**config.mk**
```make
export PLATFORM = sky130hd
export DESIGN_NAME = sbf_ctrl
export DESIGN_NICKNAME = d
export VERILOG_FILES = /design/src/shared/sbf_pkg.sv /design/src/design/sbf_ctrl.sv /design/src/design/sbf_deglitch.sv /design/src/design/sbf_frame_tx.sv
export SDC_FILE = /design/constraint.sdc
export NUM_CORES = 1
export LEC_CHECK = 0
export CORE_ASPECT_RATIO = 0.6
export CORE_MARGIN = 2
export CORE_UTILIZATION = 36
export DETAILED_ROUTE_END_ITERATION = 12
export DONT_BUFFER_PORTS = 1
export SLEW_MARGIN = 20
export SYNTH_ARGS = -nofsm -noshare
export SYNTH_HDL_FRONTEND = slang
export SYNTH_SLANG_ARGS = --single-unit
```
**constraint.sdc**
```tcl
create_clock -name core_clk -period 33.8 [get_ports core_clk]
set_clock_uncertainty 0.15 [all_clocks]
set_input_delay 8.45 -clock core_clk [delete_from_list [all_inputs] [get_ports core_clk]]
set_output_delay 8.45 -clock core_clk [all_outputs]
set_load 0.01 [all_outputs]
```
**src/shared/sbf_pkg.sv**
```systemverilog
// Constants, field layouts and command codes for the supply backplane fault controller
package sbf_pkg;
    // Clock and timing
    localparam int unsigned CORE_CLK_HZ = 20_000_000;
    localparam int unsigned CORE_PERIOD_NS = 50;
    localparam int unsigned LINE_MIN_NS = 200;
    localparam int unsigned LINE_FILTER_CYCLES =
        (LINE_MIN_NS + CORE_PERIOD_NS - 1) / CORE_PERIOD_NS;
    localparam int unsigned FAULT_FILTER_MS = 300;
    localparam int unsigned FAULT_FILTER_CYCLES = FAULT_FILTER_MS * (CORE_CLK_HZ / 1000);
    localparam int unsigned LINK_FILTER_CYCLES = 1;

    // Serial frame: start, command, data, odd parity
    localparam int unsigned CMD_W = 4;
    localparam int unsigned DATA_W = 32;
    localparam int unsigned BODY_W = CMD_W + DATA_W;
    localparam int unsigned FRAME_BITS = BODY_W + 2;
    localparam logic [5:0] RX_BITS = 6'h25;

    // Fault register bit positions
    localparam int unsigned FAULT_W = 9;
    localparam int unsigned FB_OVERVOLT = 0;
    localparam int unsigned FB_IMBALANCE = 1;
    localparam int unsigned FB_OUT_OC = 2;
    localparam int unsigned FB_OVERTEMP = 3;
    localparam int unsigned FB_FILTER_OC = 4;
    localparam int unsigned FB_PROG_MISSING = 5;
    localparam int unsigned FB_INHIBIT = 6;
    localparam int unsigned FB_BULK_ON = 7;
    localparam int unsigned FB_PROTECT = 8;
    localparam logic [6:0] FAULT_LATCH_RESET = 7'h00;

    // Control and status word layout
    localparam int unsigned CSR_CTRL_W = 11;
    localparam int unsigned CSR_I1MUX_LSB = 0;
    localparam logic [10:0] CSR_CTRL_RESET = 11'h000;
    localparam logic [1:0] I1MUX_SHUNT = 2'h0;
    localparam logic [31:0] WORD_RESET = 32'h0000_0000;

    // Display scaling: amps times ten from the shunt reading
    localparam logic [32:0] HEX_SCALE_MUL = 33'h0_0000_0177;
    localparam int unsigned HEX_SCALE_SHIFT = 23;
    localparam int unsigned HEX_W = 12;

    typedef enum logic [3:0] {
        CMD_RSVD = 4'h0,
        CMD_READ_I1 = 4'h1,
        CMD_READ_I2 = 4'h2,
        CMD_READ_V = 4'h3,
        CMD_READ_CSR = 4'h4,
        CMD_READ_SP = 4'h5,
        CMD_READ_CAL = 4'h6,
        CMD_CLEAR = 4'h7,
        CMD_WRITE_CSR = 4'h8,
        CMD_WRITE_SP = 4'h9,
        CMD_WRITE_CAL = 4'hA,
        CMD_SYNC = 4'hF
    } sbf_cmd_t;

    typedef enum logic {
        RX_IDLE = 1'b0,
        RX_BITS_ST = 1'b1
    } sbf_rx_state_t;
endpackage

```
**src/design/sbf_ctrl.sv**
```systemverilog
// Supply daughter board control: serial link, set point staging, fault latch
//
// Summary of operation
// Written set point waits in a staging register until a sync arrives.
// Sync leading edge loads the set point converter and starts the reply burst.
// Reply carries both current monitors, voltage, status word, set point, calibration.
// Controller buffers replies, swaps buffer pointers and interrupts its host per sync.
// Bus clear empties fault latch only with no live fault; nothing else changes.
// Clear and inhibit lines filtered on the system clock; held at least 200 ns.
// Asserted inhibit line holds the supply off.
// Reboot line reconfigures the logic only when the enable jumper is fitted.
// Reply bits are shifted out on the reply line, timed by the link clock.
// Command bits are captured from the command line, timed by the link clock.
// Command, sync and link clock lines pass a two-bit digital filter.
// Link clock is synchronised and edge-detected, never used as a clock.
// Controller drives sync, clear, inhibit, reboot, command and link clock lines.
// Missing programming module, filtered 300 ms, raises a fault and shuts down.
// Filter overcurrent, filtered 300 ms, raises a fault and shuts down.
// Fault register bits: protect, bulk on, inhibit, module, filter, heat, out, balance, bus.
// Display shows faults, else shunt current times ten when first mux selects shunt.
// Red fault lamp lights whenever a fault exists.
// Control comes over the backplane link or the serial console.
// Frame is start one, 4-bit command, 32-bit data, odd parity over both.
// Any fault latches and shuts down; later faults add to the latch.
// Starred lines are active low.
// Display and lamp follow the latched fault state within a few cycles.
`timescale 1ns/1ns
module sbf_ctrl #(
    parameter int unsigned FAULT_FILTER = sbf_pkg::FAULT_FILTER_CYCLES,
    // Arbitrary version value
    parameter logic [7:0] VERSION = 8'h5A
) (
    // Clock and reset
    input wire logic core_clk,
    input wire logic reset,
    // Backplane lines
    input wire logic sync_n,
    input wire logic bus_clear_n,
    input wire logic supply_hold_off_n,
    input wire logic reboot_n,
    input wire logic reboot_jumper,
    input wire logic link_clk,
    input wire logic serial_cmd_n,
    output logic serial_reply_n,
    // Supply status inputs
    input wire logic prog_module_present_n,
    input wire logic filter_overcurrent_n,
    input wire logic heatsink_overtemp,
    input wire logic output_overcurrent,
    input wire logic output_imbalance,
    input wire logic supply_bus_overvoltage,
    input wire logic bulk_supply_on,
    // Converter readings
    input wire logic [23:0] current_monitor_a,
    input wire logic [23:0] current_monitor_b,
    input wire logic [23:0] voltage_monitor,
    // Console command port
    input wire logic console_valid,
    input wire logic [3:0] console_cmd,
    input wire logic [31:0] console_data,
    output logic console_reply_valid,
    output logic [31:0] console_reply_data,
    // Supply and converter control
    output logic [31:0] setpoint_dac,
    output logic setpoint_load,
    output logic [31:0] cal_dac,
    output logic [10:0] mux_ctrl,
    output logic supply_shutdown,
    output logic reconfigure_n,
    // Front panel
    output logic fault_led,
    output logic [sbf_pkg::HEX_W-1:0] hex_display
);
    import sbf_pkg::*;

    logic link_f, cmd_n_f, sync_n_f;
    logic clear_n_f, hold_n_f, reboot_n_f, jumper_f;
    logic bulk_f, present_n_f, filt_n_f, temp_f, output_overcurrent_f, bal_f, ovs_f;
    logic link_q, sync_q, clear_q;
    logic link_rise, link_fall, sync_event, clear_event;
    logic [6:0] live_fault;
    logic [6:0] fault_latch;
    logic [FAULT_W-1:0] fault_status;
    logic [31:0] setpoint_stage;
    sbf_rx_state_t rx_state;
    logic [5:0] rx_left;
    logic [BODY_W:0] rx_sreg;
    logic rx_done;
    logic cmd_valid, cmd_serial;
    sbf_cmd_t cmd_code;
    logic [31:0] cmd_data;
    logic burst_active, single_pending;
    logic [3:0] burst_idx, single_cmd;
    logic tx_busy, tx_load, tx_bit;
    logic [3:0] tx_cmd;
    logic [23:0] shunt_mag;
    logic [32:0] shunt_prod;
    logic [HEX_W-1:0] next_hex;

    // Link lines: two-bit agreement filter, sampled on the system clock
    sbf_deglitch #(.WIDTH(3), .COUNT(LINK_FILTER_CYCLES), .IDLE(3'h3)) u_link_filt (
        .clk(core_clk),
        .reset(reset),
        .pin({link_clk, serial_cmd_n, sync_n}),
        .level({link_f, cmd_n_f, sync_n_f})
    );

    sbf_deglitch #(.WIDTH(4), .COUNT(LINE_FILTER_CYCLES - 1), .IDLE(4'hE)) u_line_filt (
        .clk(core_clk),
        .reset(reset),
        .pin({bus_clear_n, supply_hold_off_n, reboot_n, reboot_jumper}),
        .level({clear_n_f, hold_n_f, reboot_n_f, jumper_f})
    );

    sbf_deglitch #(.WIDTH(7), .COUNT(FAULT_FILTER), .IDLE(7'h10)) u_fault_filt (
        .clk(core_clk),
        .reset(reset),
        .pin({bulk_supply_on, prog_module_present_n, filter_overcurrent_n, heatsink_overtemp,
              output_overcurrent, output_imbalance, supply_bus_overvoltage}),
        .level({bulk_f, present_n_f, filt_n_f, temp_f, output_overcurrent_f, bal_f, ovs_f})
    );

    // Edge detection on filtered levels
    always_ff @(posedge core_clk or posedge reset) begin
        if (reset) begin
            link_q <= 1'b0;
            sync_q <= 1'b1;
            clear_q <= 1'b1;
        end else begin
            link_q <= link_f;
            sync_q <= sync_n_f;
            clear_q <= clear_n_f;
        end
    end

    assign link_rise = link_f && !link_q;
    assign link_fall = !link_f && link_q;
    assign sync_event = (!sync_n_f && sync_q) || (cmd_valid && cmd_code == CMD_SYNC);
    assign clear_event = (!clear_n_f && clear_q) || (cmd_valid && cmd_code == CMD_CLEAR);

    // Live fault sources in register bit order
    assign live_fault = {!hold_n_f, present_n_f, !filt_n_f, temp_f, output_overcurrent_f, bal_f, ovs_f};
    assign fault_status = {|fault_latch, bulk_f, fault_latch};

    // Sticky latch; clear allowed only while nothing is live
    always_ff @(posedge core_clk or posedge reset) begin
        if (reset) begin
            fault_latch <= FAULT_LATCH_RESET;
        end else if (clear_event && live_fault == 7'h00) begin
            fault_latch <= FAULT_LATCH_RESET;
        end else begin
            fault_latch <= fault_latch | live_fault;
        end
    end

    always_ff @(posedge core_clk or posedge reset) begin
        if (reset) begin
            supply_shutdown <= 1'b1;
            fault_led <= 1'b0;
            reconfigure_n <= 1'b1;
        end else begin
            supply_shutdown <= fault_status[FB_PROTECT] || !hold_n_f;
            fault_led <= fault_status[FB_PROTECT];
            reconfigure_n <= !(!reboot_n_f && jumper_f);
        end
    end

    // Command capture on link rising edges
    always_ff @(posedge core_clk or posedge reset) begin
        if (reset) begin
            rx_state <= RX_IDLE;
            rx_left <= 6'h00;
            rx_sreg <= '0;
            rx_done <= 1'b0;
        end else begin
            rx_done <= 1'b0;
            if (link_rise) begin
                unique case (rx_state)
                    RX_IDLE: begin
                        if (!cmd_n_f) begin
                            rx_state <= RX_BITS_ST;
                            rx_left <= RX_BITS;
                        end
                    end
                    RX_BITS_ST: begin
                        rx_sreg <= {rx_sreg[BODY_W-1:0], !cmd_n_f};
                        rx_left <= rx_left - 6'h01;
                        if (rx_left == 6'h01) begin
                            rx_state <= RX_IDLE;
                            rx_done <= 1'b1;
                        end
                    end
                endcase
            end
        end
    end

    // Serial frames with good odd parity win over the console
    always_comb begin
        cmd_serial = rx_done && (^rx_sreg);
        cmd_valid = cmd_serial || console_valid;
        cmd_code = sbf_cmd_t'(cmd_serial ? rx_sreg[BODY_W:DATA_W+1] : console_cmd);
        cmd_data = cmd_serial ? rx_sreg[DATA_W:1] : console_data;
    end

    function automatic logic [31:0] read_word(input logic [3:0] code);
        logic [31:0] w;
        w = WORD_RESET;
        unique case (code)
            CMD_READ_I1: w = {{8{current_monitor_a[23]}}, current_monitor_a};
            CMD_READ_I2: w = {{8{current_monitor_b[23]}}, current_monitor_b};
            CMD_READ_V: w = {{8{voltage_monitor[23]}}, voltage_monitor};
            CMD_READ_CSR: w = {3'h0, VERSION, !clear_n_f, fault_status, mux_ctrl};
            CMD_READ_SP: w = setpoint_stage;
            CMD_READ_CAL: w = cal_dac;
            default: w = WORD_RESET;
        endcase
        return w;
    endfunction

    // Register writes
    always_ff @(posedge core_clk or posedge reset) begin
        if (reset) begin
            setpoint_stage <= WORD_RESET;
            cal_dac <= WORD_RESET;
            mux_ctrl <= CSR_CTRL_RESET;
        end else if (cmd_valid) begin
            if (cmd_code == CMD_WRITE_SP) begin
                setpoint_stage <= cmd_data;
            end
            if (cmd_code == CMD_WRITE_CAL) begin
                cal_dac <= cmd_data;
            end
            if (cmd_code == CMD_WRITE_CSR) begin
                mux_ctrl <= cmd_data[CSR_CTRL_W-1:0];
            end
        end
    end

    // Converter loads only on sync
    always_ff @(posedge core_clk or posedge reset) begin
        if (reset) begin
            setpoint_dac <= WORD_RESET;
            setpoint_load <= 1'b0;
        end else begin
            setpoint_load <= sync_event;
            if (sync_event) begin
                setpoint_dac <= setpoint_stage;
            end
        end
    end

    // Console read answers
    always_ff @(posedge core_clk or posedge reset) begin
        if (reset) begin
            console_reply_valid <= 1'b0;
            console_reply_data <= WORD_RESET;
        end else begin
            console_reply_valid <= console_valid && !cmd_serial;
            if (console_valid && !cmd_serial) begin
                console_reply_data <= read_word(console_cmd);
            end
        end
    end

    // Reply scheduling: sync burst of six reads, else a single read answer
    assign tx_load = !tx_busy && (burst_active || single_pending);
    assign tx_cmd = burst_active ? burst_idx : single_cmd;

    always_ff @(posedge core_clk or posedge reset) begin
        if (reset) begin
            burst_active <= 1'b0;
            burst_idx <= 4'h0;
        end else if (sync_event) begin
            burst_active <= 1'b1;
            burst_idx <= CMD_READ_I1;
        end else if (tx_load && burst_active) begin
            burst_idx <= burst_idx + 4'h1;
            if (burst_idx == CMD_READ_CAL) begin
                burst_active <= 1'b0;
            end
        end
    end

    always_ff @(posedge core_clk or posedge reset) begin
        if (reset) begin
            single_pending <= 1'b0;
            single_cmd <= 4'h0;
        end else if (cmd_serial && cmd_code >= CMD_READ_I1 && cmd_code <= CMD_READ_CAL) begin
            single_pending <= 1'b1;
            single_cmd <= cmd_code;
        end else if (tx_load && !burst_active) begin
            single_pending <= 1'b0;
        end
    end

    sbf_frame_tx u_tx (
        .core_clk(core_clk),
        .reset(reset),
        .load(tx_load),
        .body({tx_cmd, read_word(tx_cmd)}),
        .busy(tx_busy),
        .shift(link_fall),
        .bit_out(tx_bit)
    );

    always_ff @(posedge core_clk or posedge reset) begin
        if (reset) begin
            serial_reply_n <= 1'b1;
        end else begin
            serial_reply_n <= !tx_bit;
        end
    end

    // Display: fault word, else shunt current times ten when the first mux selects shunt, else zero
    always_comb begin
        shunt_mag = current_monitor_a[23] ? 24'(-current_monitor_a) : current_monitor_a;
        shunt_prod = 33'(shunt_mag) * HEX_SCALE_MUL;
        if (fault_status[FB_PROTECT]) begin
            next_hex = HEX_W'(fault_status);
        end else if (mux_ctrl[CSR_I1MUX_LSB+:2] == I1MUX_SHUNT) begin
            next_hex = HEX_W'(shunt_prod >> HEX_SCALE_SHIFT);
        end else begin
            next_hex = '0;
        end
    end

    always_ff @(posedge core_clk or posedge reset) begin
        if (reset) begin
            hex_display <= '0;
        end else begin
            hex_display <= next_hex;
        end
    end
endmodule // sbf_ctrl

```
**src/design/sbf_deglitch.sv**
```systemverilog
// Three-stage synchroniser with a stable-count filter per bit
`timescale 1ns/1ns
module sbf_deglitch #(
    parameter int unsigned WIDTH = 1,
    parameter int unsigned COUNT = 1,
    parameter logic [WIDTH-1:0] IDLE = '0
) (
    // Clock and reset
    input wire logic clk,
    input wire logic reset,
    // Raw pins and filtered levels
    input wire logic [WIDTH-1:0] pin,
    output logic [WIDTH-1:0] level
);
    localparam int unsigned CW = $clog2(COUNT + 1);
    logic [WIDTH-1:0] s1;
    logic [WIDTH-1:0] s2;
    logic [WIDTH-1:0] s3;
    logic [CW-1:0] cnt [WIDTH];

    always_ff @(posedge clk or posedge reset) begin
        if (reset) begin
            s1 <= IDLE;
            s2 <= IDLE;
            s3 <= IDLE;
        end else begin
            s1 <= pin;
            s2 <= s1;
            s3 <= s2;
        end
    end

    // Change accepted after stages two and three agree for COUNT cycles
    always_ff @(posedge clk or posedge reset) begin
        if (reset) begin
            level <= IDLE;
            for (int i = 0; i < WIDTH; i++) begin
                cnt[i] <= '0;
            end
        end else begin
            for (int i = 0; i < WIDTH; i++) begin
                if (s2[i] == s3[i] && s3[i] != level[i]) begin
                    if (cnt[i] == CW'(COUNT - 1)) begin
                        level[i] <= s3[i];
                        cnt[i] <= '0;
                    end else begin
                        cnt[i] <= cnt[i] + 1'b1;
                    end
                end else begin
                    cnt[i] <= '0;
                end
            end
        end
    end
endmodule // sbf_deglitch

```
**src/design/sbf_frame_tx.sv**
```systemverilog
// Reply frame serialiser stepped by detected link clock edges
`timescale 1ns/1ns
module sbf_frame_tx
    import sbf_pkg::*;
(
    // Clock and reset
    input wire logic core_clk,
    input wire logic reset,
    // Frame load
    input wire logic load,
    input wire logic [sbf_pkg::BODY_W-1:0] body,
    output logic busy,
    // Bit timing and line
    input wire logic shift,
    output logic bit_out
);
    logic [FRAME_BITS-1:0] sreg;
    logic [5:0] left;

    assign busy = (left != 6'h00);

    always_ff @(posedge core_clk or posedge reset) begin
        if (reset) begin
            sreg <= '0;
            left <= 6'h00;
            bit_out <= 1'b0;
        end else if (load && !busy) begin
            sreg <= {1'b1, body, ~^body};
            left <= 6'(FRAME_BITS);
        end else if (shift) begin
            bit_out <= busy ? sreg[FRAME_BITS-1] : 1'b0;
            if (busy) begin
                sreg <= {sreg[FRAME_BITS-2:0], 1'b0};
                left <= left - 6'h01;
            end
        end
    end
endmodule // sbf_frame_tx

```
==> results of run 1 <==
-- Yosys cell counts (40+ instances only) --
master,number,area [sq um]
a21oi_1,76,380.4
a22oi_1,94,705.7
and3_1,40,250.2
clkbuf_1,74,277.8
dfrtp_1,461,11540
fa_1,87,1742
ha_1,111,1389
inv_1,298,1119
mux2_2,113,1272
mux2_4,57,855.8
nand2_1,165,619.3
nand3_1,89,445.4
nor2_1,277,1040
o21ai_0,70,350.3
xnor2_1,136,1191
xor2_1,124,1086
-- critical path, stage by stage --
cell and delay (ps):
nor4_1 310, nor3b_1 700, nand3_1 230, and2_1 220
xnor2_1 300, inv_1 230, xnor2_1 250, ha_1 170
a21oi_1 50, fa_1 490, inv_1 50, fa_1 480
inv_1 60, fa_1 530, inv_1 40, ha_1 300
a21o_1 160, a21o_1 170, a21oi_1 340, o311ai_0 230
a31oi_1 630, o21ai_0 330, a31oi_1 480, xnor2_1 120
a22o_1 200
-- worst min-delay path by stage --
stage / end / slack, ps / startpoint
finish: u_fault_filt.s2[6] / 190 / u_fault_filt.s1[6]
floorplan: u_fault_filt.s2[0] / 180 / u_fault_filt.s1[0]
CTS: u_fault_filt.s2[6] / 200 / u_fault_filt.s1[6]
global route: u_line_filt.s2[0] / 200 / u_line_filt.s1[0]
global placement: u_fault_filt.s2[2] / 180 / u_fault_filt.s1[2]
detailed placement: u_fault_filt.s2[3] / 190 / u_fault_filt.s1[3]
-- area by class of cell --
type | instances | area share
multi-input cells | 1819 | 0.4624
flip-flops and latches | 490 | 0.3971
clock buffers | 71 | 0.04453
well taps | 1053 | 0.04255
inverters | 304 | 0.03709
repair buffers | 33 | 0.008000
clock inverters | 18 | 0.007031
diodes | 16 | 0.001293
-- layout by cell type, fill, tap and decap left out, drive strengths merged, types with 32 or more instances in the layout --
cell    count
nand2     166
ha        111
a21oi      76
a22oi      94
and3       40
mux2      175
o21ai      73
xnor2     137
inv       305
nand3      89
a31oi      33
fa         87
xor2      124
nor2      278
nor3       32
dfrtp     461
buf        33
a221oi     36
clkbuf     71
-- power by group --
part,switching [mW],internal [mW]
sequential,0.180,0.692
combinational,0.489,0.408
clock,0.246,0.315
total,0.915,1.42
-- registers in the layout (all words and copies together), names as in the netlist, 6 cells and up --
signal and cells:
u_fault_filt.s1 7, u_fault_filt.level 7, u_tx.sreg 38, u_fault_filt.s3 7, u_fault_filt.s2 7, rx_sreg 37
hex_display 10, setpoint_stage 32, mux_ctrl 11, console_reply_data 32, fault_latch 7, u_line_filt.cnt 8
u_tx.left 6, rx_left 6, cal_dac 32, u_fault_filt.cnt 161, setpoint_dac 32
-- per-stage QoR --
stage | cells | power (mW) | utilization
6_report | 3804 | 2.330 | 0.3996
3_5_place_dp | 3699 | 1.763 | 0.3785
2_1_floorplan | 2719 | 1.499 | -
5_1_grt | 3790 | 2.503 | 0.3991
4_1_cts | 3788 | 2.338 | 0.3991
3_3_place_gp | 3699 | 1.759 | 0.3785
-- cells by family (layout without fill, tap and decap cells) --
family	count (synthesis)	count (layout)	share of synthesized area
xor+xnor	265	265	0.08458
buf+inv	410	426	0.05782
other cells	1	18	0.0001330
fa+ha+maj	201	201	0.1121
flops	490	490	0.4362
mux	183	183	0.08032
simple gates	744	744	0.1242
compound gates	424	424	0.1047
-- layer usage --
metal | vias to the layer above | share of wire | global-route usage
met1 | 9697 | 0.45 | 0.2997
met4 | 18 | 0.024 | 0.05103
met3 | 155 | 0.14 | 0.1032
met2 | 784 | 0.38 | 0.2630
met5 | - | 0.0016 | 0
li1 | 9247 | - | -
==> flow_summary.json, run 1 <==
{
  "grt_pass1_vias": 18840,
  "first_pass_iters": 6,
  "drt-initial-drc-count": 1854,
  "arrival_ps": 15540,
  "regArea_sq_mm": 0.01230,
  "drc_errors": 0,
  "cts.clk_slew.worst_paths_ps": 70,
  "ff2ff_setup_slack_ps": 28960,
  "ys_seq_area_frac": 0.4362,
  "antenna_found_initial": 22,
  "layout.nets": 3020,
  "timing.final.max_slew_violations": 0,
  "synth-edff-count": 0,
  "finalWirelength_mm": 83.12,
  "syn_area_per_cell_sq_um": 10.37,
  "holdPathStages": 0,
  "tns_ps": 0,
  "slew_headroom": 0.2550,
  "grt.total_usage": 0.2054,
  "cts_tree": "done",
  "drive_gt1_frac": 0.1218,
  "dpl_worst_slack_ps": 18150,
  "place_congestion": 0.9030,
  "hold_viol": 0,
  "setup_viol": 0,
  "synth_area_sq_mm": 0.02820,
  "power_leakage_nw": 14.02,
  "viasPerCell": 5.232,
  "post_dp_cell_area_sq_mm": 0.02933,
  "startpoint": "current_monitor_a[4]",
  "synth_cell_type_count": 76,
  "core_sq_mm": 0.07749,
  "cts_max_path_buffers": 3,
  "grt_max_degree": 136,
  "numCtsBuffers": 49,
  "vias": 19900,
  "multiInputGateArea_sq_mm": 0.01432,
  "rows": 79,
  "n_fill_cell": 7524,
  "path_max_fanout": 7,
  "synth-seq-cells": 490,
  "critical_path.endpoint_type": "register",
  "max_freq_mhz": 65.84,
  "startpoint_type": "input port",
  "status": "complete, no violations",
  "ant_nets": 0,
  "fin_ws_ps": 18610,
  "cts-root-buf": "clkbuf_16",
  "crit_end": "hex_display[7]",
  "rsz0062_at_grt": "no",
  "grt_overflow": 0,
  "post-cts-setup-buffer-count": 0,
  "hp-class": "register to register",
  "ys_warn_count": 0,
  "max_cap_violations": 0,
  "worstReg2RegEnd": "u_tx.sreg[0]",
  "die_h_microns": 220.8,
  "cellPowerDensity_mw_per_mm2": 75.25,
  "ctsHoldBuffers": 0,
  "portBuffers": 0,
  "io_pins": 250,
  "design_area_sq_mm": 0.03097,
  "fin_crit_sh": 0.4493,
  "cts_resized": 0,
  "grt_pass1_wl_mm": 124.3,
  "clk_latency_ps": 620,
  "ys.flop_type": "dfrtp_1",
  "worst_slew_pin_slew_ps": 1115,
  "syn_inst": 2718,
  "ff2ff_path_depth": 11,
  "syn_to_final_growth_pct": 9.825,
  "wl_per_cell_microns": 21.85,
  "fin_hold_ws_ps": 192.4,
  "fin_crit_ps": 15190,
  "dp_hpwl_mm": 62.37,
  "clock_sinks": 490,
  "rr_startpoint": "burst_active",
  "postSynth.asyncResetShare": 1.000,
  "path_class": "input port to register",
  "ir_worst_vdd_v": 0.00006153,
  "die_w_microns": 365.3,
  "start_util": 0.3638,
  "worstPathRequired_ps": 34160,
  "htree_num_levels": 2,
  "die-area_sq_mm": 0.08065
}
No activity file was read; power rests on OpenSTA's default activity.
==> run 2, diff against run 1 <==
--- a/config.mk
+++ b/config.mk
@@ -5,6 +5,7 @@
 export SDC_FILE = /design/constraint.sdc
 export NUM_CORES = 1
 export LEC_CHECK = 0
+export ABC_AREA = 1
 export CORE_ASPECT_RATIO = 0.6
 export CORE_MARGIN = 2
 export CORE_UTILIZATION = 36
==> constraint.sdc (replaced) <==
create_clock -name core_clk -period 14.56 [get_ports core_clk]
set_clock_uncertainty 0.15 [all_clocks]
set_input_delay 3.64 -clock core_clk [delete_from_list [all_inputs] [get_ports core_clk]]
set_output_delay 3.64 -clock core_clk [all_outputs]
set_load 0.01 [all_outputs]
==> run 2 against run 1 <==
Die area up 7.2%. First-iteration DRC count is 54% higher. Count of clock-buffer cells in the layout is the same. Combinational power grew to 3.2 times the previous value. Wire length grew 17%. Final area rose by 7.2%.
==> flow_summary.json, run 2 <==
{
  "hold_viol": 0,
  "synth_top_cell_area_share": 0.3812,
  "clkPwrFrac": 0.223,
  "cts-root-buf": "clkbuf_16",
  "synth_common_cells": "1067 x nand2_1, 631 x inv_1, 461 x dfrtp_1, 332 x nor2_1, 262 x nand3_1",
  "portBuffers": 0,
  "path_class": "input port to register",
  "m1WireLength_mm": 47.23,
  "combPwrFrac": 0.453,
  "startpoint_type": "input port",
  "ant_nets": 0,
  "ys.flop_type": "dfrtp_1",
  "cellPowerDensity_mw_per_mm2": 188.0,
  "rsz0062_at_grt": "no",
  "ff2ff_path_depth": 20,
  "drt-initial-drc-count": 2853,
  "cts_max_path_buffers": 3,
  "timing.final.max_slew_violations": 0,
  "fin_crit_sh": 0.6635,
  "ir_worst_vdd_v": 0.0001230,
  "arrival_ps": 10000,
  "p_sw_frac": 0.4605,
  "max_cap_violations": 0,
  "rows": 82,
  "first_pass_iters": 6,
  "antenna_found_initial": 12,
  "ys_seq_area_frac": 0.4064,
  "ys_warn_count": 0,
  "worstPathBufferInverterCount": 8,
  "die_w_microns": 378.3,
  "slew_headroom": 0.1937,
  "worstPathRequired_ps": 14900,
  "vias": 26350,
  "layout.nets": 4272,
  "max_freq_mhz": 103.5,
  "setup_viol": 0,
  "critPathTopFamily": "adder cells",
  "met2RoutedLength_mm": 38.15,
  "cp_common_cell": "inv_1",
  "ff2ff_setup_slack_ps": 9920,
  "dp_hpwl_mm": 75.33,
  "top_layer": "met5",
  "fin_crit_ps": 9661,
  "crit_end": "hex_display[7]",
  "core_sq_mm": 0.08341,
  "seqPwrFrac": 0.324,
  "cts_resized": 0,
  "start_util": 0.3628,
  "startpoint": "current_monitor_a[4]",
  "path_max_fanout": 8,
  "synth_area_sq_mm": 0.03026,
  "grt_pass1_vias": 24200,
  "synth-edff-count": 0,
  "status": "complete, no violations",
  "largest_reg_flops": 161,
  "power_leakage_nw": 16.21,
  "synth-seq-cells": 490,
  "wl_met3_mm": 9.157,
  "syn_area_per_cell_sq_um": 7.614,
  "cts_tree": "done",
  "htree_num_levels": 2,
  "fin_hold_ws_ps": 198.7,
  "syn_inst": 3974,
  "rr_startpoint": "rx_sreg[35]",
  "grt.total_usage": 0.2237,
  "die_h_microns": 228.6,
  "tns_ps": 0,
  "clock_sinks": 490,
  "syn_to_final_growth_pct": 9.721,
  "cts.clk_slew.worst_paths_ps": 70,
  "finalWirelength_mm": 97.51,
  "critical_path.endpoint_type": "register",
  "postSynth.asyncResetShare": 1.000,
  "intPower_mw": 3.368,
  "worstReg2RegEnd": "setpoint_stage[27]",
  "synthTopCellsByArea": "dfrtp_1 38%, nand2_1 13%, inv_1 7.8%",
  "numCtsBuffers": 52,
  "n_fill_cell": 8587,
  "synth_top_area_cell": "dfrtp_1",
  "wl_per_cell_microns": 19.00,
  "grt_overflow": 0,
  "cp.depth": 32,
  "worst_slew_pin_slew_ps": 1208,
  "drc_errors": 0,
  "synth_cell_type_count": 56,
  "clk_latency_ps": 640,
  "largestRegisters": "u_fault_filt.cnt (161), u_tx.sreg (38), rx_sreg (37)",
  "critPathMaxStageDelay_ps": 680,
  "die-area_sq_mm": 0.08646,
  "final_common_cell": "nand2_1",
  "hp-class": "register to register",
  "regMostFlops": "u_fault_filt.cnt",
  "synth_most_common_cell": "nand2_1",
  "viasPerCell": 5.134,
  "post-cts-setup-buffer-count": 0,
  "drive_gt1_frac": 0.05084,
  "grt_pass1_wl_mm": 150.0,
  "io_pins": 250,
  "crit_slowest_cell": "xor2_1",
  "power_switching_mw": 2.874,
  "grt_max_degree": 167,
  "ctsHoldBuffers": 0,
  "mostFrequentLayoutCells": "1065 x nand2_1, 630 x inv_1, 461 x dfrtp_1, 329 x nor2_1, 262 x nand3_1",
  "place_congestion": 0.9999
}
run 2: cell types whose count changed after synthesis, moves of 55 or more:
cell and change:
nand2_1 +902, inv_1 +333, nand3_1 +173, o21ai_0 +156
mux2_2 -113, xnor2_1 -110, a22oi_1 -93, nor3_1 +82
o22ai_1 +64, xor2_1 -64, a21oi_1 +63, mux2_4 -57
nor2_1 +55
run 2: cell type report:
class	count	area, sq um	area share
multi-input cells	2723	15050	0.4534
flip-flops and latches	490	12300	0.3704
inverters	661	2485	0.07484
clock buffers	71	1473	0.04436
well taps	1134	1419	0.04274
clock inverters	27	286.5	0.008630
repair buffers	21	170.2	0.005125
diodes	6	15.01	0.0004522
run 2: power by group through the flow:
stage               registers (mW)  logic (mW)  clock network [mW]
floorplan                     1.87        2.06                   0
global placement              2.04        2.75                   0
detailed placement            2.04        2.76                   0
CTS                           2.01        2.79                1.42
global route                  2.05        3.23                1.48
finish                        2.02        2.83                1.39
run 2: how the worst min path moves through the flow:
stage                            start            endpoint  slack, ps  cells after the start
finish               u_link_filt.s1[2]   u_link_filt.s2[2]        200                      0
global route        u_fault_filt.s1[0]  u_fault_filt.s2[0]        210                      0
CTS                  u_link_filt.s1[2]   u_link_filt.s2[2]        200                      0
detailed placement   u_link_filt.s1[2]   u_link_filt.s2[2]        190                      0
global placement     u_line_filt.s1[0]   u_line_filt.s2[0]        190                      0
floorplan           u_fault_filt.s1[0]  u_fault_filt.s2[0]        180                      0
run 2: stage by stage:
| step | instance area, sq um | power (mW) | worst slack, ps | std cells | utilization |
|---|---|---|---|---|---|
| detailed placement | 31430 | 4.799 | 4431 | 5029 | 0.3768 |
| CTS | 33190 | 6.226 | 5077 | 5127 | 0.3978 |
| global placement | 31430 | 4.783 | 4491 | 5029 | 0.3768 |
| floorplan | 30270 | 3.929 | 4149 | 3975 | - |
| finish | 33200 | 6.242 | 4899 | 5133 | 0.3980 |
| global route | 33190 | 6.760 | 4395 | 5127 | 0.3978 |
run 2: kinds of logic after synthesis:
kind of cell               synth area share
adders and majority gates            0.1044
AOI/OAI and AO/OA                    0.1009
and+or+nand+nor                      0.2645
xor gates and xnor gates            0.02704
other                             0.0001239
buffers and inverters               0.09659
DFF                                  0.4064
run 2: metal layers:
layer,global-route usage,vias up
li1,-,12670
met1,0.3431,12510
met2,0.3039,995
met3,0.05989,164
met4,0.06200,12
met5,0,-
